<file path="config.mk">
export PLATFORM = sky130hd
export DESIGN_NAME = rrm_top
export DESIGN_NICKNAME = d
export VERILOG_FILES = /design/src/rrm_pkg.sv /design/src/rrm_if.sv /design/src/rrm_rx.sv /design/src/rrm_tx.sv /design/src/rrm_top.sv
export VERILOG_INCLUDE_DIRS = /design/src
export SDC_FILE = /design/constraint.sdc
export NUM_CORES = 1
export LEC_CHECK = 0
export BUFFER_PORTS_ARGS = -buffer_cell sky130_fd_sc_hd__clkbuf_2
export CAP_MARGIN = 20
export CORE_ASPECT_RATIO = 1.25
export CORE_MARGIN = 3
export CORE_UTILIZATION = 55
export DETAILED_ROUTE_END_ITERATION = 10
export PLACE_DENSITY = 0.76
export SYNTH_ARGS = -nofsm -noshare
export SYNTH_HDL_FRONTEND = slang
export SYNTH_SLANG_ARGS = --single-unit
</file>
<file path="constraint.sdc">
create_clock -name sys_clk -period 11.93 [get_ports sys_clk]
set_input_delay 3.579 -clock sys_clk [delete_from_list [all_inputs] [get_ports sys_clk]]
set_output_delay 3.579 -clock sys_clk [all_outputs]
set_load 0.01 [all_outputs]
</file>
<file path="src/rrm_map.svh">
// Constants of the redundancy message handler: framing bytes, codes,
// register offsets, reset values and interrupt bit positions.
// Assumes nothing; included by bare name wherever needed.
`ifndef RRM_MAP_SVH
`define RRM_MAP_SVH
`define RRM_STX       8'h02
`define RRM_ETX       8'h03
`define RRM_INS_SREQ  8'h45
`define RRM_INS_SREP  8'h46
`define RRM_INS_CHG   8'h47
`define RRM_LEN_SREQ  4'h6
`define RRM_LEN_REP   8'h0D
`define RRM_LEN_CHG   4'h9
`define RRM_LEN_MIN   8'h06
`define RRM_LEN_MAX   8'h09
`define RRM_LAST_IDX  4'hC
`define RRM_OFS_ADDR  4'h0
`define RRM_OFS_STAT  4'h4
`define RRM_OFS_MASK  4'h8
`define RRM_OFS_INFO  4'hC
`define RRM_RST_ADDR  8'h01
`define RRM_IRQ_REP   0
`define RRM_IRQ_CHG   1
`define RRM_IRQ_DROP  2
`endif

</file>
<file path="src/rrm_pkg.sv">
// Types shared by the redundancy message handler modules.
// Assumes rrm_map.svh for the numeric constants.
package rrm_pkg;
  typedef logic [6:0][7:0] rrm_rep_t;
  typedef logic [2:0][7:0] rrm_fld_t;
  typedef enum logic {RX_IDLE, RX_BODY} rrm_rx_st_t;
  typedef struct packed {
    rrm_rx_st_t st;
    logic [3:0] idx;
    logic [3:0] len;
    logic [7:0] addr;
    logic [7:0] ins;
    rrm_fld_t   fld;
    logic [7:0] sum;
    logic       sum_ok;
    logic       frm_valid;
    logic       frm_drop;
  } rrm_rx_state_t;
  typedef struct packed {
    logic       busy;
    logic       done;
    logic [3:0] idx;
    logic [7:0] addr;
    rrm_rep_t   rep;
    logic [7:0] sum;
    logic [7:0] cur;
  } rrm_tx_state_t;
endpackage

</file>
<file path="src/rrm_if.sv">
// Carrier between the handler top, its frame receiver and its reply sender.
// Assumes all three parties share one clock.
`timescale 1ns/10ps
`default_nettype none
interface rrm_if;
  logic [7:0]        own_addr;
  logic              frm_valid;
  logic              frm_drop;
  logic [7:0]        ins;
  rrm_pkg::rrm_fld_t fld;
  logic              tx_start;
  rrm_pkg::rrm_rep_t rep;
  logic              tx_busy;
  logic              tx_done;
  modport rx (input own_addr, output frm_valid, frm_drop, ins, fld);
  modport tx (input own_addr, tx_start, rep, output tx_busy, tx_done);
  modport top (output own_addr, tx_start, rep,
               input frm_valid, frm_drop, ins, fld, tx_busy, tx_done);
endinterface
`default_nettype wire

</file>
<file path="src/rrm_rx.sv">
// Frame receiver: checks start, length, address, checksum and end byte.
// Assumes one byte per rx_valid cycle, synchronous to the clock.
`timescale 1ns/10ps
`default_nettype none
`include "rrm_map.svh"
module rrm_rx (
  input  wire logic       clk,
  input  wire logic       rst_n,
  input  wire logic [7:0] rx_data,
  input  wire logic       rx_valid,
  rrm_if.rx               bus
);
  rrm_pkg::rrm_rx_state_t s_reg;
  rrm_pkg::rrm_rx_state_t s_next;

  // Walks the frame byte by byte; a bad frame is dropped without reply.
  always_comb
  begin
    s_next = s_reg;
    s_next.frm_valid = 1'b0;
    s_next.frm_drop = 1'b0;
    if (rx_valid)
    begin
      unique case (s_reg.st)
        rrm_pkg::RX_IDLE:
          if (rx_data == `RRM_STX)
          begin
            s_next.st = rrm_pkg::RX_BODY;
            s_next.idx = 4'h2;
            s_next.sum = 8'h00;
          end
        rrm_pkg::RX_BODY:
        begin
          s_next.idx = s_reg.idx + 4'h1;
          if (s_reg.idx == 4'h2)
          begin
            s_next.len = rx_data[3:0];
            s_next.sum = rx_data;
            if (rx_data < `RRM_LEN_MIN || rx_data > `RRM_LEN_MAX)
            begin
              s_next.st = rrm_pkg::RX_IDLE;
              s_next.frm_drop = 1'b1;
            end
          end
          else if (s_reg.idx == 4'h3)
          begin
            s_next.addr = rx_data;
            s_next.sum = s_reg.sum + rx_data;
          end
          else if (s_reg.idx == 4'h4)
          begin
            s_next.ins = rx_data;
            s_next.sum = s_reg.sum + rx_data;
          end
          else if (s_reg.idx == s_reg.len - 4'h1)
            s_next.sum_ok = (rx_data == s_reg.sum);
          else if (s_reg.idx == s_reg.len)
          begin
            s_next.st = rrm_pkg::RX_IDLE;
            if (rx_data == `RRM_ETX && s_reg.sum_ok
                && s_reg.addr == bus.own_addr
                && ((s_reg.ins == `RRM_INS_SREQ
                     && s_reg.len == `RRM_LEN_SREQ)
                    || (s_reg.ins == `RRM_INS_CHG
                        && s_reg.len == `RRM_LEN_CHG)))
              s_next.frm_valid = 1'b1;
            else
              s_next.frm_drop = 1'b1;
          end
          else
          begin
            s_next.fld[s_reg.idx[1:0] - 2'h1] = rx_data; // Bytes 5 to 7.
            s_next.sum = s_reg.sum + rx_data;
          end
        end
      endcase
    end
  end

  // State register.
  always_ff @(posedge clk or negedge rst_n)
  begin
    if (!rst_n)
      s_reg <= '0;
    else
      s_reg <= s_next;
  end

  // Decoded frame toward the top.
  assign bus.frm_valid = s_reg.frm_valid;
  assign bus.frm_drop  = s_reg.frm_drop;
  assign bus.ins       = s_reg.ins;
  assign bus.fld       = s_reg.fld;

  AST_NO_BOTH: assert property (@(posedge clk) disable iff (!rst_n)
    !(s_reg.frm_valid && s_reg.frm_drop))
    else $error("Frame both accepted and dropped.");
endmodule
`default_nettype wire

</file>
<file path="src/rrm_tx.sv">
// Reply sender: emits the 13-byte redundancy status reply with no gaps.
// Assumes the sink takes a byte whenever tx_valid and tx_ready are high.
`timescale 1ns/10ps
`default_nettype none
`include "rrm_map.svh"
module rrm_tx (
  input  wire logic       clk,
  input  wire logic       rst_n,
  output logic      [7:0] tx_data,
  output logic            tx_valid,
  input  wire logic       tx_ready,
  rrm_if.tx               bus
);
  rrm_pkg::rrm_tx_state_t s_reg;
  rrm_pkg::rrm_tx_state_t s_next;

  // Sum of every byte between start byte and checksum.
  function automatic logic [7:0] csum(input logic [7:0] a,
                                      input rrm_pkg::rrm_rep_t r);
    logic [7:0] t;
    t = `RRM_LEN_REP + a + `RRM_INS_SREP;
    for (int i = 0; i < 7; i++)
      t = t + r[i];
    return t;
  endfunction

  // Byte at 0-based position i of the reply.
  function automatic logic [7:0] pick(input rrm_pkg::rrm_tx_state_t s,
                                      input logic [3:0] i);
    logic [3:0] k;
    k = i - 4'h4;
    if (i == 4'h1)
      return `RRM_LEN_REP;
    if (i == 4'h2)
      return s.addr;
    if (i == 4'h3)
      return `RRM_INS_SREP;
    if (i < 4'hB)
      return s.rep[k[2:0]];
    if (i == 4'hB)
      return s.sum;
    return `RRM_ETX;
  endfunction

  // Loads a reply, then steps one byte per accepted handshake.
  always_comb
  begin
    s_next = s_reg;
    s_next.done = 1'b0;
    if (!s_reg.busy && bus.tx_start)
    begin
      s_next.busy = 1'b1;
      s_next.idx = 4'h0;
      s_next.addr = bus.own_addr;
      s_next.rep = bus.rep;
      s_next.sum = csum(bus.own_addr, bus.rep);
      s_next.cur = `RRM_STX;
    end
    else if (s_reg.busy && tx_ready)
    begin
      if (s_reg.idx == `RRM_LAST_IDX)
      begin
        s_next.busy = 1'b0;
        s_next.done = 1'b1;
      end
      else
      begin
        s_next.idx = s_reg.idx + 4'h1;
        s_next.cur = pick(s_reg, s_reg.idx + 4'h1);
      end
    end
  end

  // State register.
  always_ff @(posedge clk or negedge rst_n)
  begin
    if (!rst_n)
      s_reg <= '0;
    else
      s_reg <= s_next;
  end

  assign tx_data = s_reg.cur;
  assign tx_valid = s_reg.busy;
  assign bus.tx_busy = s_reg.busy;
  assign bus.tx_done = s_reg.done;

  AST_REP_STX: assert property (@(posedge clk) disable iff (!rst_n)
    (tx_valid && s_reg.idx == 4'h0) |-> tx_data == 8'h02)
    else $error("Reply does not open with the start byte.");
  AST_REP_INS: assert property (@(posedge clk) disable iff (!rst_n)
    (tx_valid && s_reg.idx == 4'h3) |-> tx_data == 8'h46)
    else $error("Reply instruction byte wrong.");
  AST_REP_ETX: assert property (@(posedge clk) disable iff (!rst_n)
    (tx_valid && s_reg.idx == 4'hC) |-> tx_data == 8'h03)
    else $error("Reply does not close with the end byte.");
  AST_NO_GAP: assert property (@(posedge clk) disable iff (!rst_n)
    (tx_valid && !tx_ready) |=> tx_valid && $stable(tx_data))
    else $error("Reply byte dropped or changed while stalled.");
  CVR_REPLY: cover property (@(posedge clk) disable iff (!rst_n)
    s_reg.done);
endmodule
`default_nettype wire

</file>
<file path="src/rrm_top.sv">
// Redundancy message handler top: register port, request decoding,
// change-request filtering and status reply building.
// Assumes byte streams and inputs synchronous to sys_clk.
`timescale 1ns/10ps
`default_nettype none
`include "rrm_map.svh"
module rrm_top (
  input  wire logic        sys_clk,
  input  wire logic        rst_n,
  input  wire logic  [3:0] reg_addr,
  input  wire logic [31:0] reg_wdata,
  input  wire logic        reg_wr,
  input  wire logic        reg_rd,
  output logic      [31:0] reg_rdata,
  output logic             irq,
  input  wire logic  [7:0] rx_data,
  input  wire logic        rx_valid,
  output logic       [7:0] tx_data,
  output logic             tx_valid,
  input  wire logic        tx_ready,
  input  wire logic  [1:0] red_cfg,
  input  wire logic        red_auto,
  input  wire logic  [1:0] unit_id,
  input  wire logic        unit_online,
  input  wire logic  [3:0] unit_prio,
  input  wire logic        ctrl_present,
  input  wire logic  [1:0] online_unit,
  input  wire logic        coax_pos,
  output logic             chg_mode_stb,
  output logic             chg_mode_auto,
  output logic             chg_online_stb,
  output logic       [1:0] chg_online_unit,
  output logic             chg_prio_stb,
  output logic       [3:0] chg_prio
);
  typedef struct packed {
    logic [31:0]       rdata;
    logic [7:0]        own_addr;
    logic [2:0]        stat;
    logic [2:0]        mask;
    logic              tx_start;
    rrm_pkg::rrm_rep_t rep;
    logic              mode_stb;
    logic              mode_auto;
    logic              onl_stb;
    logic [1:0]        onl_unit;
    logic              pri_stb;
    logic [3:0]        pri;
  } rrm_top_state_t;

  rrm_top_state_t s_reg;
  rrm_top_state_t s_next;
  logic [1:0]     rst_sync_reg;
  logic           rst_s_n;
  rrm_if          bus ();

  // Reset is released through two flip-flops.
  always_ff @(posedge sys_clk or negedge rst_n)
  begin
    if (!rst_n)
      rst_sync_reg <= 2'b00;
    else
      rst_sync_reg <= {rst_sync_reg[0], 1'b1};
  end
  assign rst_s_n = rst_sync_reg[1];

  // Letter for a unit code: 0 is A, 1 is B, 2 is S.
  function automatic logic [7:0] unit_chr(input logic [1:0] u);
    unique case (u)
      2'h0: return 8'h41;
      2'h1: return 8'h42;
      default: return 8'h53;
    endcase
  endfunction

  // Unit code for a letter; 2'h3 marks a letter that names no unit.
  function automatic logic [1:0] chr_unit(input logic [7:0] c);
    unique case (c)
      8'h41: return 2'h0;
      8'h42: return 2'h1;
      8'h53: return 2'h2;
      default: return 2'h3;
    endcase
  endfunction

  // Reply fields, bytes 5 to 11, from the unit's present state.
  function automatic rrm_pkg::rrm_rep_t build_rep();
    rrm_pkg::rrm_rep_t r;
    r[0] = (red_cfg == 2'h0) ? 8'h31 : (red_cfg == 2'h1) ? 8'h32 : 8'h4E;
    r[1] = (red_cfg == 2'h0) ? 8'h58 : red_auto ? 8'h41 : 8'h4D;
    r[2] = unit_online ? 8'h31 : 8'h30;
    r[3] = unit_chr(unit_id);
    r[4] = (red_cfg == 2'h0 || unit_id == 2'h2) ? 8'h58
           : {4'h3, unit_prio};
    if (!ctrl_present)
      r[5] = 8'h40;
    else if (red_cfg == 2'h0 || (red_cfg == 2'h1 && unit_id == 2'h2))
      r[5] = unit_chr(online_unit);
    else
      r[5] = 8'h58;
    r[6] = !ctrl_present ? 8'h40 : coax_pos ? 8'h32 : 8'h31;
    return r;
  endfunction

  logic [7:0] f_mode;
  logic [7:0] f_onl;
  logic [7:0] f_pri;
  logic       is_chg;
  logic       ok_mode;
  logic       ok_onl;
  logic       ok_p12;
  logic       ok_pn;
  logic [2:0] ev;
  logic [2:0] clr;

  // Field checks on a received change request.
  always_comb
  begin
    f_mode = bus.fld[0];
    f_onl = bus.fld[1];
    f_pri = bus.fld[2];
    is_chg = bus.frm_valid && bus.ins == `RRM_INS_CHG;
    ok_mode = f_mode == 8'h4D || f_mode == 8'h41;
    ok_onl = chr_unit(f_onl) < 2'h2
             || (chr_unit(f_onl) == 2'h2 && red_cfg == 2'h1);
    ok_p12 = f_pri == 8'h31 || f_pri == 8'h32;
    ok_pn = f_pri >= 8'h31 && f_pri <= 8'h38;
  end

  // Registers, change filtering and reply launch.
  always_comb
  begin
    s_next = s_reg;
    s_next.rdata = 32'h0000_0000;
    s_next.tx_start = 1'b0;
    s_next.mode_stb = 1'b0;
    s_next.onl_stb = 1'b0;
    s_next.pri_stb = 1'b0;
    if (bus.frm_valid && bus.ins == `RRM_INS_SREQ && !bus.tx_busy)
    begin
      s_next.tx_start = 1'b1;
      s_next.rep = build_rep();
    end
    if (is_chg)
    begin
      s_next.mode_auto = (f_mode == 8'h41);
      s_next.onl_unit = chr_unit(f_onl);
      s_next.pri = f_pri[3:0];
      unique case (red_cfg)
        2'h0: s_next.onl_stb = ok_onl;
        2'h1:
          if (unit_id == 2'h2)
          begin
            s_next.mode_stb = ok_mode;
            s_next.onl_stb = ok_onl;
          end
          else
            s_next.pri_stb = ok_p12;
        default:
        begin
          s_next.mode_stb = ok_mode;
          s_next.pri_stb = ok_pn;
        end
      endcase
    end
    ev = 3'h0;
    ev[`RRM_IRQ_REP] = bus.tx_done;
    ev[`RRM_IRQ_CHG] = s_reg.mode_stb || s_reg.onl_stb || s_reg.pri_stb;
    ev[`RRM_IRQ_DROP] = bus.frm_drop
                        || (bus.frm_valid && bus.ins == `RRM_INS_SREQ
                            && bus.tx_busy);
    clr = (reg_wr && reg_addr == `RRM_OFS_STAT) ? reg_wdata[2:0] : 3'h0;
    s_next.stat = (s_reg.stat & ~clr) | ev; // Set wins over clear.
    if (reg_wr && reg_addr == `RRM_OFS_ADDR)
      s_next.own_addr = reg_wdata[7:0];
    if (reg_wr && reg_addr == `RRM_OFS_MASK)
      s_next.mask = reg_wdata[2:0];
    if (reg_rd)
    begin
      unique case (reg_addr)
        `RRM_OFS_ADDR: s_next.rdata = {24'h0, s_reg.own_addr};
        `RRM_OFS_STAT: s_next.rdata = {29'h0, s_reg.stat};
        `RRM_OFS_MASK: s_next.rdata = {29'h0, s_reg.mask};
        `RRM_OFS_INFO: s_next.rdata = {23'h0, bus.tx_busy, s_reg.pri,
                                       1'b0, s_reg.onl_unit,
                                       s_reg.mode_auto};
        default: s_next.rdata = 32'h0000_0000;
      endcase
    end
  end

  // State register.
  always_ff @(posedge sys_clk or negedge rst_s_n)
  begin
    if (!rst_s_n)
    begin
      s_reg <= '0;
      s_reg.own_addr <= `RRM_RST_ADDR;
    end
    else
      s_reg <= s_next;
  end

  assign reg_rdata = s_reg.rdata;
  assign irq = |(s_reg.stat & s_reg.mask);
  assign bus.own_addr = s_reg.own_addr;
  assign bus.tx_start = s_reg.tx_start;
  assign bus.rep = s_reg.rep;
  assign chg_mode_stb = s_reg.mode_stb;
  assign chg_mode_auto = s_reg.mode_auto;
  assign chg_online_stb = s_reg.onl_stb;
  assign chg_online_unit = s_reg.onl_unit;
  assign chg_prio_stb = s_reg.pri_stb;
  assign chg_prio = s_reg.pri;

  // Frame receiver.
  rrm_rx u_rx (
    .clk      (sys_clk),
    .rst_n    (rst_s_n),
    .rx_data  (rx_data),
    .rx_valid (rx_valid),
    .bus      (bus)
  );

  // Reply sender.
  rrm_tx u_tx (
    .clk      (sys_clk),
    .rst_n    (rst_s_n),
    .tx_data  (tx_data),
    .tx_valid (tx_valid),
    .tx_ready (tx_ready),
    .bus      (bus)
  );

  // Reply fields and change filtering, checked against the unit's inputs.
  AST_CFG_BYTE: assert property (@(posedge sys_clk)
    disable iff (!rst_s_n)
    (bus.frm_valid && bus.ins == 8'h45 && !bus.tx_busy && red_cfg == 2'h1)
    |=> s_reg.tx_start && s_reg.rep[0] == 8'h32)
    else $error("Configuration byte wrong for one-for-two.");
  AST_MODE_X: assert property (@(posedge sys_clk) disable iff (!rst_s_n)
    (bus.frm_valid && bus.ins == 8'h45 && red_cfg == 2'h0 && !bus.tx_busy)
    |=> s_reg.rep[1] == 8'h58)
    else $error("Mode byte not X in one-for-one.");
  AST_ONLINE: assert property (@(posedge sys_clk) disable iff (!rst_s_n)
    (bus.frm_valid && bus.ins == 8'h45 && unit_online && !bus.tx_busy)
    |=> s_reg.rep[2] == 8'h31)
    else $error("Online byte wrong.");
  AST_NO_CTRL: assert property (@(posedge sys_clk) disable iff (!rst_s_n)
    (bus.frm_valid && bus.ins == 8'h45 && !ctrl_present && !bus.tx_busy)
    |=> s_reg.rep[5] == 8'h40 && s_reg.rep[6] == 8'h40)
    else $error("Missing controller not shown as at-sign.");
  AST_ONE_ONE: assert property (@(posedge sys_clk)
    disable iff (!rst_s_n)
    (is_chg && red_cfg == 2'h0) |=> !chg_mode_stb && !chg_prio_stb)
    else $error("One-for-one accepted a field other than online unit.");
  AST_STBY: assert property (@(posedge sys_clk) disable iff (!rst_s_n)
    (is_chg && red_cfg == 2'h1 && unit_id == 2'h2) |=> !chg_prio_stb)
    else $error("Standby unit accepted a priority change.");
  AST_AB_PRIO: assert property (@(posedge sys_clk)
    disable iff (!rst_s_n)
    (is_chg && red_cfg == 2'h1 && unit_id != 2'h2)
    |=> !chg_mode_stb && !chg_online_stb)
    else $error("A or B unit accepted mode or online change.");
  AST_BAD_PRIO: assert property (@(posedge sys_clk)
    disable iff (!rst_s_n)
    (is_chg && red_cfg == 2'h1 && f_pri == 8'h33) |=> !chg_prio_stb)
    else $error("Priority outside one-for-two set accepted.");
  AST_DROP: assert property (@(posedge sys_clk) disable iff (!rst_s_n)
    bus.frm_drop |=> !s_reg.tx_start)
    else $error("Dropped frame started a reply.");
  AST_ONL_NAME: assert property (@(posedge sys_clk)
    disable iff (!rst_s_n)
    (bus.frm_valid && bus.ins == 8'h45 && !bus.tx_busy && ctrl_present
     && red_cfg == 2'h1 && unit_id == 2'h2 && online_unit == 2'h1)
    |=> s_reg.rep[5] == 8'h42)
    else $error("Online unit byte wrong for a standby unit.");
  AST_PRIO_N: assert property (@(posedge sys_clk) disable iff (!rst_s_n)
    (is_chg && red_cfg == 2'h2 && f_pri == 8'h38) |=> chg_prio_stb)
    else $error("Priority eight refused in one-for-N.");

  // Main scenarios: an accepted change, a dropped frame, a raised interrupt.
  CVR_CHG: cover property (@(posedge sys_clk) disable iff (!rst_s_n)
    chg_online_stb);
  CVR_DROP: cover property (@(posedge sys_clk) disable iff (!rst_s_n)
    bus.frm_drop);
  CVR_IRQ: cover property (@(posedge sys_clk) disable iff (!rst_s_n) irq);
endmodule
`default_nettype wire

</file>
==> metrics.txt, run 1 <==
status=completed; setup_tns=0 ns; Worst path max stage delay=~0.48 ns; top post-synthesis cells by area=dfrtp_1 44%, mux2_2 6.9%, ha_1 5.2%; drt initial violations=478; worst setup margin=slightly below 7 ns; Fillers=roughly 1500; Post-synth top cells=175 x dfrtp_1, 127 x nand2_1, 71 x inv_1; Core ar.=17500 um^2; Syn Area/Cell=10.36 um^2; relative slew slack=0.3785; post-synthesis cell area=between 9000 and 10000 um^2; initial antenna violation count=0; first-pass GRT wire length=36630 um; drt pass-1 iters=5; Post-CTS Setup Bufs=0; Layout area overhead=8.324%; Die Footprint=19580 um^2; Crit Path Category=input pin to flop; Fmax achieved=about 200 MHz; Final setup violation count=0; skew final=around 0.0073 ns; post-cts resize count=0; final hold vios=0; Psw=714.9 uW; NumNets Final=between 1000 and 1500; final core occ=0.6103; Hold/Removal Path Class=flop to flop; I/O pins=approximately 120; area of the multi-input gates=between 4000 and 5000 um^2; power density cells=~190 nW/um^2; internal power=1311 uW; period utilisation layout=0.4201; hold_buf cts=0; Sw Ratio=0.3528; final WL=roughly 22000 um; FF+latch count, synth=about 180; ANT cells=0; ANT nets after route=0; crit start category=input pin; Slew @ Worst Pin=0.9287 ns; Slowest-stage cell, CP=o21ai_1; dpl hpwl=16510 um; detail-routed via count per cell=about 5.7; Worst Path Arrival=roughly 5.3 ns; storage element area=4409 um^2; RSZ-0062 raised after global routing=false; CP delay by family, top=compound AO/OA/AOI/OAI gates; post-layout min period=about 5 ns; Lkg Pwr=~0.0052 uW; sequential fraction of the synthesis area=0.4468; YS warnings=0; Die X=125.8 um; most common cell in the synthesized netlist=dfrtp_1; Synth Instances=about 950; I/O Buffers=a little under 70; CTS sink count=~180; Gate power share=0.341; Slew Viols, Final=0; crit-path cells=clkbuf_2 -> nor4_1 -> nand3_1 -> o21ai_1 -> o31a_1 -> o221ai_1; Worst IR Drop VDD=0.1236 mV; sequential power share=0.380; Clk Tree Root Cell=clkbuf_16; row count=54; clock power share=0.279; GR Util All Layers=0.2365; Max clock buf depth=2; largest area contributor in the netlist=dfrtp_1; asr flop ratio synth=1.000; MaxCap Viol Count=0; total grt overflow=0; DR vias=between 6000 and 7000; ys flop type=dfrtp_1; crit path max fanout=8; dpl ws=6.482 ns; Setup crit end kind=flop; Yosys cell types=82; Yosys top cell area share=0.4442; largest net degree at the start of global routing=just over 70; Post-synth EDFFs=0; Worst-Skew Late Latency=roughly 0.43 ns; starting density of the core=0.5634; drt drc=0; WP buf/inv=1; vias in the first global route=7086; CTS tree=done; power after layout=just over 2000 uW; layout cell share with drive strength beyond 1=0.1895; Worst EP required=roughly 12 ns; DIE HEIGHT=around 160 um; H-tree depth=4; cts bufs inserted=17; Worst-path clk slew=roughly 0.060 ns; GPL Wtd Cong=a little under 0.9; routed len/inst=approximately 18 um
power groups by stage:
stage,clock (uW),combinational (uW),sequential (uW)
floorplan,0,569,743
global placement,0,667,776
detailed placement,0,684,781
CTS,574,691,771
global route,600,768,784
finish,565,691,770
per-stage QoR:
step	area [um^2]	instances	hold slack [ns]
floorplan	9942	974	0.3312
global placement	10080	1185	0.3359
finish	10680	1216	0.3511
detailed placement	10080	1185	0.3364
CTS	10680	1216	0.3513
global route	10680	1216	0.3522
logic make-up after synthesis:
| family | after synthesis | share of synthesized area |
|---|---|---|
| other cells | 2 | 0.0007617 |
| fa+ha+maj | 66 | 0.1028 |
| simple gates | 266 | 0.1261 |
| buf+inv | 159 | 0.08173 |
| mux | 74 | 0.09162 |
| xor+xnor | 37 | 0.03591 |
| flops | 176 | 0.4468 |
| compound gates | 172 | 0.1142 |
per-layer routing:
metal,global-route usage,share of wire
met1,0.2738,0.39
met3,0.03870,0.038
met4,0.08585,0.027
met5,0,0
met2,0.4419,0.54
worst register-to-register path, stage by stage, from the launching register on:
cell	delay, ns
dfrtp_1	0.42
inv_1	0.13
fa_1	0.59
fa_1	0.45
fa_1	0.52
fa_1	0.55
inv_1	0.04
ha_1	0.23
inv_1	0.08
fa_1	0.20
inv_1	0.05
a21o_1	0.18
a21oi_1	0.17
xor2_1	0.18
o21ai_0	0.11
layout make-up:
class | count | share of cell area
clock buffer | 24 | 0.04698
clock inverter | 7 | 0.009255
inverter | 73 | 0.02612
multi-input combinational | 639 | 0.4432
sequential | 176 | 0.4128
tap | 224 | 0.02624
timing repair buffer | 73 | 0.03538
worst paths after layout:
kind,start,to,slack (ns),cells after the start
setup / recovery,rx_data[7],u_rx.s_reg[9],6.92,6
hold / removal,rst_sync_reg[0],rst_sync_reg[1],0.35,0
setup reg to reg,bus.own_addr[2],u_tx.s_reg[14],7.88,14
hold reg to reg,rst_sync_reg[0],rst_sync_reg[1],0.35,0
max in group asynchronous,rst_n,rst_sync_reg[1],8.90,1
min in group asynchronous,rst_sync_reg[1],bus.rep[49],0.47,0
cell usage in the layout (no fill, tap or decap), types with 4 or more instances in the layout:
cell       instances
dfrtp_1          174
nand2_1          127
inv_1             71
clkbuf_2          68
o21ai_0           65
mux2_2            60
nor2_1            46
ha_1              41
nand3_1           25
fa_1              25
xnor2_1           24
conb_1            24
a21oi_1           23
clkbuf_16         17
a31oi_1           12
xor2_1            10
nor4_1             9
a22oi_1            8
nand4_1            7
nor3_1             7
mux4_2             7
and3_1             7
mux2i_1            7
nand2b_1           6
a21o_1             6
and2_1             5
o2bb2ai_1          5
clkbuf_8           5
buf_4              5
o22ai_1            4
nor2b_1            4
o221ai_1           4
(Power assumes the default switching activity.)
==> run 2, diff against run 1 <==
--- a/config.mk
+++ b/config.mk
@@ -10,7 +10,7 @@
 export CAP_MARGIN = 20
 export CORE_ASPECT_RATIO = 1.25
 export CORE_MARGIN = 3
-export CORE_UTILIZATION = 55
+export CORE_UTILIZATION = 53
 export DETAILED_ROUTE_END_ITERATION = 10
 export PLACE_DENSITY = 0.76
 export SYNTH_ARGS = -nofsm -noshare
==> constraint.sdc (replaced) <==
create_clock -name sys_clk -period 4.5 [get_ports sys_clk]
set_input_delay 1.35 -clock sys_clk [delete_from_list [all_inputs] [get_ports sys_clk]]
set_output_delay 1.35 -clock sys_clk [all_outputs]
set_load 0.01 [all_outputs]
==> metrics.txt, run 2 (synthesized netlist as in run 1, its figures left out) <==
Worst path max stage delay=0.60 ns (was 0.48 ns); Psw=1949 uW (was 714.9 uW); Worst Path Arrival=4.32 ns (was 5.29 ns); relative slew slack=0.3688 (was 0.3785); status=completed (unchanged); period utilisation layout=0.8977; worst flop-to-flop path startpoint=bus.own_addr[2] (unchanged); Fmax achieved=approximately 250 MHz; largest net degree at the start of global routing=103 (was 72); row count=55 (was 54); hold_buf cts=0 (unchanged); worst hold path depth=0 (unchanged); Gate power share=0.341 (about the same); Lkg Pwr=0.005182 uW (was 0.005183 uW); dpl hpwl=16160 um (was 16510 um); crit path max fanout=4 (was 8); drt pass-1 iters=4 (was 5); H-tree depth=4 (unchanged); Hold/Removal Path Class=flop to flop (unchanged); GPL Wtd Cong=0.8858 (was 0.8860); GR Util All Layers=0.2259 (was 0.2365); post-layout min period=~4.0 ns; setup_tns=0 ns (unchanged); first-pass GRT wire length=35980 um (was 36630 um); commonest non-fill, non-tap cell in the layout=dfrtp_1 (unchanged); Clk Tree Root Cell=clkbuf_16 (unchanged); Worst EP required=4.78 ns (was 12.21 ns); detail-routed via count per cell=5.649 (was 5.675); most frequent cells in the layout=174 x dfrtp_1, 127 x nand2_1, 71 x inv_1 (unchanged); power density cells=499.1 nW/um^2 (was 189.7 nW/um^2); Non-Filler Instances=1220 (was 1216); total grt overflow=0 (unchanged); CTS tree=done (unchanged); layout cell share with drive strength beyond 1=0.1915 (was 0.1895); Critical Path Start=bus.own_addr[2] (was rx_data[7]); vias in the first global route=7007 (was 7086); Final setup violation count=0 (unchanged); Hold Startpoint=rst_sync_reg[0] (unchanged); MaxCap Viol Count=0 (unchanged); CP Depth=14 (was 6); Slew @ Worst Pin=0.9468 ns (was 0.9287 ns); CP delay by family, top=adder cells (was compound AO/OA/AOI/OAI gates); Worst-path clk slew=0.07 ns (was 0.06 ns); Slowest-stage cell, CP=fa_1 (was o21ai_1); ANT nets after route=0 (unchanged); FF-to-FF setup slack=0.46 ns (was 7.88 ns); Layout area overhead=8.338% (was 8.324%); reg2reg end=u_tx.s_reg[14] (unchanged); ANT cells=0 (unchanged); DIE HEIGHT=158.5 um (was 155.7 um); dpl ws=0.4517 ns (was 6.482 ns); RSZ-0062 raised after global routing=false (unchanged); initial antenna violation count=0 (unchanged); NumNets Final=1110 (unchanged); starting density of the core=0.5427 (was 0.5634); Slew Viols, Final=0 (unchanged); internal power=3382 uW (was 1311 uW); Crit Path Category=flop to flop (was input pin to flop); Worst IR Drop VDD=0.2712 mV (was 0.1236 mV); Max clock buf depth=2 (unchanged); I/O Buffers=68 (unchanged); Post-CTS Setup Bufs=0 (unchanged); final WL=22010 um (was 22420 um); Die Footprint=20290 um^2 (was 19580 um^2); # placed instances=1189 (was 1185); worst setup margin=0.4604 ns (was 6.918 ns); Setup crit end kind=flop (unchanged); skew final=0.01092 ns (was 0.007285 ns); cts bufs inserted=17 (unchanged); FF-to-FF path depth=14 (unchanged); crit start category=flop (was input pin); drt initial violations=432 (was 478); routed len/inst=18.04 um (was 18.44 um); final hold vios=0 (unchanged); hold endpoint=rst_sync_reg[1] (unchanged); Core ar.=18170 um^2 (was 17500 um^2); Fillers=1522 (was 1455); post-cts resize count=0 (unchanged); sequential power share=0.384 (was 0.380); I/O pins=116 (unchanged); Die X=128.0 um (was 125.8 um); Sw Ratio=0.3655 (was 0.3528); DR vias=6892 (was 6901); WP buf/inv=4 (was 1); drt drc=0 (unchanged); clock power share=0.275 (was 0.279); Worst-Skew Late Latency=0.43 ns (about the same); final core occ=0.5879 (was 0.6103); crit-path cells=inv_1 -> fa_1 -> fa_1 -> fa_1 -> fa_1 -> inv_1 -> ha_1 -> inv_1 -> fa_1 -> inv_1 -> a21o_1 -> a21oi_1 -> xor2_1 -> o21ai_0 (was clkbuf_2 -> nor4_1 -> nand3_1 -> o21ai_1 -> o31a_1 -> o221ai_1); CTS sink count=176 (unchanged); most frequent CP cell=fa_1
[run 2: changes by cell type in the layout (fill, tap and decap cells not counted), sizes merged]
| cell | change |
|---|---|
| bufinv | -1 |
| clkbuf | -6 |
| inv | +7 |
[run 2: how the worst max path moves through the flow]
| stage | endpoint | slack, ns |
|---|---|---|
| floorplan | u_tx.s_reg[14] | 0.83 |
| global route | u_tx.s_reg[14] | 0.28 |
| finish | u_tx.s_reg[14] | 0.46 |
| CTS | u_tx.s_reg[14] | 0.43 |
| detailed placement | u_tx.s_reg[14] | 0.45 |
| global placement | u_tx.s_reg[14] | 0.56 |
[run 2: per-layer routing]
layer | wire, um | up-vias | track usage | share of wire
li1 | - | 3273 | - | -
met1 | 8896 | 3397 | 0.2709 | 0.40
met2 | 11610 | 169 | 0.4004 | 0.53
met3 | 758 | 53 | 0.03960 | 0.034
met4 | 743 | 0 | 0.09707 | 0.034
met5 | 0 | - | 0 | 0
[run 2: power by group through the flow]
stage | clock [uW] | combinational [uW] | sequential [uW]
final | 1460 | 1820 | 2050
after global routing | 1560 | 2040 | 2080
after CTS | 1480 | 1820 | 2050
after detailed placement | 0 | 1800 | 2080
after global placement | 0 | 1750 | 2060
after floorplan | 0 | 1510 | 1970
[run 2: layout make-up]
| class | count | area, um^2 | share of cell area |
|---|---|---|---|
| Clock buffer | 18 | 439.2 | 0.04112 |
| Multi-Input combinational cell | 639 | 4733 | 0.4431 |
| Timing Repair Buffer | 73 | 390.4 | 0.03655 |
| Inverter | 73 | 279.0 | 0.02612 |
| Clock inverter | 13 | 145.1 | 0.01359 |
| Tap cell | 228 | 285.3 | 0.02671 |
| Sequential cell | 176 | 4409 | 0.4128 |
[run 2: stage by stage]
stage / hold WS (ns) / cell area [um^2] / total power, uW
3_5_place_dp: 0.3443 / 10100 / 3880
3_3_place_gp: 0.3327 / 10100 / 3812
2_1_floorplan: 0.3311 / 9943 / 3478
4_1_cts: 0.3588 / 10680 / 5345
5_1_grt: 0.3650 / 10680 / 5675
6_report: 0.3547 / 10680 / 5331
